`config.mk`:
```
export PLATFORM = sky130hd
export DESIGN_NAME = sci_top
export DESIGN_NICKNAME = d
export VERILOG_FILES = /design/src/sci_pkg.sv /design/src/sci_fifo.sv /design/src/sci_top.sv
export SDC_FILE = /design/constraint.sdc
export NUM_CORES = 1
export LEC_CHECK = 0
export BUFFER_PORTS_ARGS = -buffer_cell sky130_fd_sc_hd__buf_2
export CORE_UTILIZATION = 43
export DETAILED_ROUTE_END_ITERATION = 7
export GPL_TIMING_DRIVEN = 1
export HOLD_SLACK_MARGIN = 0.1
export REMOVE_ABC_BUFFERS = 1
export SYNTH_ARGS = -nofsm -noshare
export SYNTH_HDL_FRONTEND = slang
export SYNTH_HIERARCHICAL = 1
export SYNTH_SLANG_ARGS = --single-unit
export TNS_END_PERCENT = 10
```
`constraint.sdc`:
```
create_clock -name i_clk -period 3.5 [get_ports i_clk]
set_input_delay 0.35 -clock i_clk [delete_from_list [all_inputs] [get_ports i_clk]]
set_output_delay 0.35 -clock i_clk [all_outputs]
set_load 0.05 [all_outputs]
```
`src/sci_pkg.sv`:
```
// Purpose: Shared constants for the sample clock interface block.
// Assumes: Bus clock of 200 MHz; 32-bit register data.
// Notes:   Offsets are byte addresses of aligned 32-bit words.

package sci_pkg;

    // ------------------------------------------------------------------
    // Register map
    // ------------------------------------------------------------------
    localparam logic [7:0] OFS_CTRL = 8'h00;
    localparam logic [7:0] OFS_FREQ = 8'h04;
    localparam logic [7:0] OFS_STATE = 8'h08;
    localparam logic [7:0] OFS_IRQ_EN = 8'h0C;
    localparam logic [7:0] OFS_IRQ_STAT = 8'h10;
    localparam logic [7:0] OFS_IRQ_FLAG = 8'h14;

    // ------------------------------------------------------------------
    // Field positions and reset values
    // ------------------------------------------------------------------
    localparam int CTRL_FORCE_KA = 0;
    localparam int SRC_CLK_OK = 0;
    localparam int SRC_CLK_NOT_OK = 1;
    localparam int SRC_LOCKED = 2;
    localparam int SRC_LOCK_LOST = 3;
    localparam int NUM_SRC = 4;
    localparam logic [31:0] CTRL_RST = 32'h0000_0000;
    localparam logic [3:0] IRQ_EN_RST = 4'h0;
    localparam logic [3:0] IRQ_FLAG_RST = 4'h0;
    localparam logic [31:0] RDATA_ZERO = 32'h0000_0000;

    // ------------------------------------------------------------------
    // Timing
    // ------------------------------------------------------------------
    localparam int CLK_PERIOD_PS = 5000;
    // A link clock with no edge for this long is taken as absent.
    localparam int ABSENT_NS = 160;
    localparam int ABSENT_CYC = (ABSENT_NS * 1000) / CLK_PERIOD_PS;
    // Edges that must arrive in a row before the link clock counts as valid.
    localparam int VALID_EDGES = 8;
    // Default length of the reference frequency window in bus cycles.
    localparam int REF_CYC_DEF = 1000;

    // ------------------------------------------------------------------
    // Clock state machine
    // ------------------------------------------------------------------
    typedef enum logic [1:0] {
        ST_RESET = 2'b00,
        ST_KEEPALIVE = 2'b01,
        ST_GOOD = 2'b10
    } sci_state_e;

endpackage

```
`src/sci_fifo.sv`:
```
// Purpose: Small FIFO carrying frequency counts between counter and register.
// Assumes: Single clock; synchronous active-high reset flushes it.
// Notes:   Read data come out of a register one cycle after the read.

`timescale 1ns/1ps

module sci_fifo #(
    parameter int WIDTH = 32,
    parameter int DEPTH = 4
) (
    input wire logic i_clk,               // Bus clock.
    input wire logic i_srst,              // Synchronous reset, flushes.
    input wire logic i_wr,                // Push strobe.
    input wire logic [WIDTH-1:0] i_wdata, // Push data.
    input wire logic i_rd,                // Pop strobe.
    output logic [WIDTH-1:0] o_rdata,     // Popped word, one cycle later.
    output logic o_empty,                 // No word stored.
    output logic o_full                   // No room left.
);

    localparam int AW = $clog2(DEPTH);

    // The pointer wrap trick needs a power-of-two depth; others are refused.
    if (DEPTH < 2 || (DEPTH & (DEPTH - 1)) != 0) begin : g_bad_depth
        $error("sci_fifo: DEPTH must be a power of two of at least 2.");
    end

    logic [WIDTH-1:0] mem [DEPTH];
    logic [AW:0] wptr;
    logic [AW:0] rptr;
    wire do_wr = i_wr && !o_full;
    wire do_rd = i_rd && !o_empty;

    // Flags come straight from the pointers, so they are always honest.
    assign o_empty = (wptr == rptr);
    assign o_full = (wptr[AW] != rptr[AW]) && (wptr[AW-1:0] == rptr[AW-1:0]);

    // Storage needs no reset; only pointers define content.
    always_ff @(posedge i_clk) begin
        if (do_wr) begin
            mem[wptr[AW-1:0]] <= i_wdata;
        end
    end

    // Pointers and registered read data.
    always_ff @(posedge i_clk) begin
        if (i_srst) begin
            wptr <= '0;
            rptr <= '0;
            o_rdata <= '0;
        end else begin
            if (do_wr) begin
                wptr <= wptr + 1'b1;
            end
            if (do_rd) begin
                rptr <= rptr + 1'b1;
                o_rdata <= mem[rptr[AW-1:0]];
            end
        end
    end

endmodule

```
`src/sci_top.sv`:
```
// Purpose: Sample clock interface: keepalive fallback, frequency counting,
//          edge-triggered interrupts and a small register file.
// Assumes: i_link_clk and i_gen_lock are asynchronous to i_clk.
// Notes:   The link clock must be well below half the bus clock rate.

`timescale 1ns/1ps

module sci_top #(
    parameter int REF_CYC = sci_pkg::REF_CYC_DEF, // Reference window length.
    parameter int CNT_W = 32,                     // Frequency count width.
    parameter int FIFO_DEPTH = 4                  // Count FIFO depth.
) (
    input wire logic i_clk,                // Bus clock, 200 MHz.
    input wire logic i_srst,               // Synchronous reset, active high.
    input wire logic [7:0] i_addr,         // Register byte address.
    input wire logic [31:0] i_wdata,       // Register write data.
    input wire logic i_wr,                 // Write strobe.
    input wire logic i_rd,                 // Read strobe.
    output logic [31:0] o_rdata,           // Read data, cycle after i_rd.
    input wire logic i_link_clk,           // Generator clock, asynchronous.
    input wire logic i_gen_lock,           // Generator lock, asynchronous.
    output logic o_sample_clk,             // Sample clock output.
    output logic o_irq,                    // One-cycle interrupt pulse.
    output logic o_irq_lvl                 // High while enabled flag set.
);

    // Sizes the window and count registers cannot serve are refused at elaboration.
    if (REF_CYC < 2 || CNT_W < 8 || CNT_W > 32) begin : g_bad_param
        $error("sci_top: REF_CYC or CNT_W out of range.");
    end

    localparam int NS = sci_pkg::NUM_SRC;
    localparam int ACW = $clog2(sci_pkg::ABSENT_CYC + 1);
    localparam int RCW = $clog2(REF_CYC + 1);

    // ------------------------------------------------------------------
    // Input synchronisers
    // ------------------------------------------------------------------
    logic [1:0] lclk_sync;
    logic [1:0] lock_sync;
    logic lclk_q;

    // two-flop synchronisers
    // The first stages are read only by the second stages.
    always_ff @(posedge i_clk) begin
        if (i_srst) begin
            lclk_sync <= 2'b00;
            lock_sync <= 2'b00;
            lclk_q <= 1'b0;
        end else begin
            lclk_sync <= {lclk_sync[0], i_link_clk};
            lock_sync <= {lock_sync[0], i_gen_lock};
            lclk_q <= lclk_sync[1];
        end
    end

    wire lclk_s = lclk_sync[1];
    wire lock_s = lock_sync[1];
    wire lclk_rise = lclk_s && !lclk_q;

    // ------------------------------------------------------------------
    // Link clock presence detection
    // ------------------------------------------------------------------
    logic [ACW-1:0] gap_cnt;
    logic [3:0] edge_run;
    wire link_absent = (gap_cnt >= ACW'(sci_pkg::ABSENT_CYC));
    wire link_valid = (edge_run >= 4'(sci_pkg::VALID_EDGES)) && !link_absent;

    // A run of edges is needed before switching over, so a glitching link
    // cannot bounce the sample clock between sources.
    always_ff @(posedge i_clk) begin
        if (i_srst) begin
            gap_cnt <= '0;
            edge_run <= 4'h0;
        end else if (lclk_rise) begin
            gap_cnt <= '0;
            if (edge_run < 4'(sci_pkg::VALID_EDGES)) begin
                edge_run <= edge_run + 4'h1;
            end
        end else if (!link_absent) begin
            gap_cnt <= gap_cnt + 1'b1;
        end else begin
            edge_run <= 4'h0;
        end
    end

    // ------------------------------------------------------------------
    // Clock state machine
    // ------------------------------------------------------------------
    sci_pkg::sci_state_e state;
    sci_pkg::sci_state_e next_state;
    logic [31:0] ctrl;
    wire force_ka = ctrl[sci_pkg::CTRL_FORCE_KA];
    wire use_link = link_valid && !force_ka;

    always_comb begin
        next_state = state;
        unique case (state)
            sci_pkg::ST_RESET: begin
                next_state = use_link ? sci_pkg::ST_GOOD : sci_pkg::ST_KEEPALIVE;
            end
            sci_pkg::ST_KEEPALIVE: begin
                if (use_link) begin
                    next_state = sci_pkg::ST_GOOD;
                end
            end
            sci_pkg::ST_GOOD: begin
                if (!use_link) begin
                    next_state = sci_pkg::ST_KEEPALIVE;
                end
            end
            default: begin
                next_state = sci_pkg::ST_RESET;
            end
        endcase
    end

    always_ff @(posedge i_clk) begin
        if (i_srst) begin
            state <= sci_pkg::ST_RESET;
        end else begin
            state <= next_state;
        end
    end

    // ------------------------------------------------------------------
    // Sample clock output
    // ------------------------------------------------------------------
    logic ka_clk;
    wire good = (state == sci_pkg::ST_GOOD);

    // link follows
    // The output is registered so the switch-over never glitches mid-cycle.
    always_ff @(posedge i_clk) begin
        if (i_srst) begin
            ka_clk <= 1'b0;
            o_sample_clk <= 1'b0;
        end else begin
            ka_clk <= !ka_clk;
            o_sample_clk <= good ? lclk_s : ka_clk;
        end
    end

    // ------------------------------------------------------------------
    // Frequency counter and FIFO
    // ------------------------------------------------------------------
    logic [RCW-1:0] ref_cnt;
    logic [CNT_W-1:0] smp_cnt;
    logic [CNT_W-1:0] freq;
    logic fifo_rd_q;
    wire ref_end = (ref_cnt == RCW'(REF_CYC - 1));
    wire fifo_push = ref_end && good;
    wire fifo_empty;
    wire [CNT_W-1:0] fifo_rdata;
    wire fifo_pop = !fifo_empty && !fifo_rd_q;

    always_ff @(posedge i_clk) begin
        if (i_srst) begin
            ref_cnt <= '0;
            smp_cnt <= '0;
        end else begin
            ref_cnt <= ref_end ? '0 : ref_cnt + 1'b1;
            if (ref_end || !good) begin
                smp_cnt <= '0;
            end else if (lclk_rise) begin
                smp_cnt <= smp_cnt + 1'b1;
            end
        end
    end

    sci_fifo #(
        .WIDTH(CNT_W),
        .DEPTH(FIFO_DEPTH)
    ) u_fifo (
        .i_clk(i_clk),
        .i_srst(i_srst),
        .i_wr(fifo_push),
        .i_wdata(smp_cnt),
        .i_rd(fifo_pop),
        .o_rdata(fifo_rdata),
        .o_empty(fifo_empty),
        .o_full()
    );

    // register load
    // The FIFO is drained one word per two cycles, far faster than it fills.
    always_ff @(posedge i_clk) begin
        if (i_srst) begin
            fifo_rd_q <= 1'b0;
            freq <= '0;
        end else begin
            fifo_rd_q <= fifo_pop;
            if (fifo_rd_q) begin
                freq <= fifo_rdata;
            end
        end
    end

    // ------------------------------------------------------------------
    // Interrupt sources, flags and outputs
    // ------------------------------------------------------------------
    logic lost;
    logic [NS-1:0] src_q;
    logic [NS-1:0] irq_en;
    logic [NS-1:0] flags;
    wire [NS-1:0] src;
    wire [NS-1:0] rise;
    wire [NS-1:0] clr;
    wire wr_en = i_wr && (i_addr == sci_pkg::OFS_IRQ_EN);
    wire wr_flag = i_wr && (i_addr == sci_pkg::OFS_IRQ_FLAG);
    wire wr_ctrl = i_wr && (i_addr == sci_pkg::OFS_CTRL);

    assign src[sci_pkg::SRC_CLK_OK] = good;
    assign src[sci_pkg::SRC_CLK_NOT_OK] = (state == sci_pkg::ST_KEEPALIVE);
    assign src[sci_pkg::SRC_LOCKED] = lock_s;
    assign src[sci_pkg::SRC_LOCK_LOST] = lost;
    assign rise = src & ~src_q;
    assign clr = wr_flag ? i_wdata[NS-1:0] : '0;
    assign o_irq_lvl = |(flags & irq_en);

    // flags reset zero
    // A set in the cycle of a clear wins so no event is lost.
    always_ff @(posedge i_clk) begin
        if (i_srst) begin
            flags <= sci_pkg::IRQ_FLAG_RST;
        end else begin
            flags <= (flags & ~clr) | rise;
        end
    end

    always_ff @(posedge i_clk) begin
        if (i_srst) begin
            src_q <= '0;
            lost <= 1'b0;
            o_irq <= 1'b0;
        end else begin
            src_q <= src;
            o_irq <= |(rise & irq_en);
            if (lock_s) begin
                lost <= 1'b0;
            end else if (src_q[sci_pkg::SRC_LOCKED]) begin
                lost <= 1'b1;
            end
        end
    end

    // ------------------------------------------------------------------
    // Register port
    // ------------------------------------------------------------------
    logic [31:0] rd_mux;

    always_comb begin
        rd_mux = sci_pkg::RDATA_ZERO;
        unique case (i_addr)
            sci_pkg::OFS_CTRL: rd_mux = ctrl;
            sci_pkg::OFS_FREQ: rd_mux = 32'(freq);
            sci_pkg::OFS_STATE: rd_mux = {30'h0000_0000, state};
            sci_pkg::OFS_IRQ_EN: rd_mux = {28'h000_0000, irq_en};
            sci_pkg::OFS_IRQ_STAT: rd_mux = {28'h000_0000, src};
            sci_pkg::OFS_IRQ_FLAG: rd_mux = {28'h000_0000, flags};
            default: rd_mux = sci_pkg::RDATA_ZERO;
        endcase
    end

    always_ff @(posedge i_clk) begin
        if (i_srst) begin
            ctrl <= sci_pkg::CTRL_RST;
            irq_en <= sci_pkg::IRQ_EN_RST;
            o_rdata <= sci_pkg::RDATA_ZERO;
        end else begin
            if (wr_ctrl) begin
                ctrl <= {31'h0000_0000, i_wdata[sci_pkg::CTRL_FORCE_KA]};
            end
            if (wr_en) begin
                irq_en <= i_wdata[NS-1:0];
            end
            o_rdata <= i_rd ? rd_mux : sci_pkg::RDATA_ZERO;
        end
    end
endmodule

```
==> results.py <==
metrics = {
    "power": {
        "p_per_area_nw_per_um2": 529,
        "ir_drop_mv": 0.253,
        "leakage_uw": 0.00490,
    },
    "final_layout": {
        "postLayoutCellArea_um2": 13800,
        "drive_gt1_share_pct": 15.4,
        "syn2layout_area_growth_pct": 13.6,
        "layout.nets": 1050,
        "stdcell_count": 1398,
    },
    "global_routing": {
        "antenna_found_initial": 0,
        "grt_pass1_wl_um": 34900,
        "grt_max_degree": 65,
        "grt_pass1_vias": 6723,
        "grt_usage_pct": 15.2,
        "overflow": 0,
    },
    "floorplanning": {
        "chipHeight_um": 170,
        "start_util_pct": 43.7,
        "core_area_um2": 27800,
        "pin_count": 81,
        "rows": 61,
        "die_area_um2": 28900,
        "die_w_um": 170,
    },
    "setup_path": {
        "end_kind": "register",
        "slowest_stage": "buf_4",
        "crit_top_cell": "and2_1",
        "cp-start-kind": "register",
        "worstPathMaxFanout": 32,
        "path_cells": "ha_1 -> nand4b_1 -> nor4_1 -> and2_1 -> o31a_1 -> and2_1 -> buf_4",
        "critical_path_class": "reg2reg",
        "required_ns": 3.64,
        "arrival_ns": 2.73,
        "slowest_delay_ns": 0.43,
    },
    "drt": {
        "drtAntennaViolNets": 0,
        "num_vias": 7012,
        "first_pass_iters": 4,
        "viasPerCell": 5.02,
        "dr.first_iter.drc_count": 347,
        "highest_layer": "met4",
        "routed-wl-met3_um": 943,
        "drc": 0,
        "wl_per_cell_um": 15.1,
        "wl_um": 21100,
        "wl_met2_um": 9580,
        "met1_length_um": 10100,
    },
    "placed_design": {
        "placed_cell_area_um2": 12700,
        "hpwlAfterDp_um": 12300,
        "port_buffers": 52,
        "dpl.cell_count": 1331,
        "gp_congestion": 0.784,
    },
    "clock_network": {
        "cts_max_level": 2,
        "cts_sinks": 307,
        "clockBufferDepth": 3,
        "clk_pin_slew_ns": 0.05,
        "cts_tree": "done",
        "insertion_delay_ns": 0.51,
        "cts_buffers": 34,
        "cts_resized": 0,
        "ctsRootBufferMaster": "clkbuf_16",
    },
    "timing": {
        "skew_ns": 0.0157,
        "max_freq_mhz": 386,
        "worst_pin_slew_ns": 0.714,
        "hold_viol": 0,
        "fin_crit_sh_pct": 74.1,
        "fin_crit_ns": 2.59,
        "drv_slew": 0,
        "setup_viol": 0,
        "rsz0062_at_grt": "no",
        "slew-limit-headroom_pct": 52.4,
    },
    "synth": {
        "synth_warnings": 6,
        "syn_avg_cell_area_um2": 12.9,
        "syn_area_um2": 12100,
        "synth_cells": 937,
    },
    "run": {
        "cap_violations": 0,
    },
    "min_path": {
        "hp-class": "in2reg",
    },
    "outcome": {
        "outcome": "finished clean",
    },
}
layout make-up:
type	instances	area (µm²)
diodes	1	2.50
well taps	378	473
flip-flops and latches	307	7430
repair buffers	69	400
clock inverters	11	98.8
multi-input cells	561	4360
fillers	2473	14000
clock buffers	51	936
inverters	20	75.1
registers in the layout (all words and copies together), names as in the netlist, 6 cells and up:
name and flops:
freq 32, gap_cnt 6, o_rdata 32, ref_cnt 10, smp_cnt 32, u_fifo/mem 128, u_fifo/o_rdata 32
final timing paths:
kind	startpoint	endpoint	slack [ns]	cells after the start
setup / recovery	ref_cnt[0]	u_fifo/mem[2][13]	0.91	7
setup reg to reg	ref_cnt[0]	u_fifo/mem[2][13]	0.91	7
hold reg to reg	ka_clk	ka_clk	0.41	1
hold / removal	i_wdata[0]	ctrl[0]	0.13	3
critical path: cells and delay by family (launching register included):
family / cells / cell delay, ns
fa+ha+maj: 1 / 0.22
buf+inv: 1 / 0.43
flops: 1 / 0.35
simple gates: 4 / 0.93
compound gates: 1 / 0.27
report_power, final:
group	switching, µW	internal (µW)	total, µW	leakage [µW]
sequential	21.5	3730	3750	0.00264
clock	1370	1940	3310	0.000494
combinational	123	103	226	0.00176
total	1520	5770	7280	0.00490
layer usage:
metal / vias up / GRT usage, %
met5: - / 0
met4: 0 / 5.05
met3: 40 / 2.88
met2: 122 / 24.1
met1: 3365 / 20.9
li1: 3485 / -
layout by cell type (no fill, tap or decap), types with 13 or more instances in the layout:
cell       instances
inv_1             20
nor2_1            85
edfxtp_1         128
clkbuf_1          16
clkbuf_16         35
nand4_1           15
o21ai_0           15
buf_2             51
nand2b_1          77
buf_4             14
xnor2_1           13
xor2_1            15
and2_1            35
dfxtp_1          177
mux2i_1           78
nand2_1           23
a21oi_1           29
nand3_1           22
mux4_2            33
what timing repair did:
action,4_1_cts,5_1_grt
endpoints found under the hold margin,4,0
hold buffers,4,0
buffers inserted,0,0
per-stage QoR:
step	TNS [ns]	util [%]	total power, µW	hold WS [ns]	worst slack (ns)
floorplan	-0.333	-	3980	0.388	-0.0107
global placement	0	45.7	4050	0.400	0.888
detailed placement	0	45.7	4050	0.405	0.877
CTS	0	49.6	7390	0.109	0.869
global route	0	49.6	7560	0.124	0.688
finish	0	49.6	7280	0.126	0.907
No activity file was read; power rests on OpenSTA's default activity.
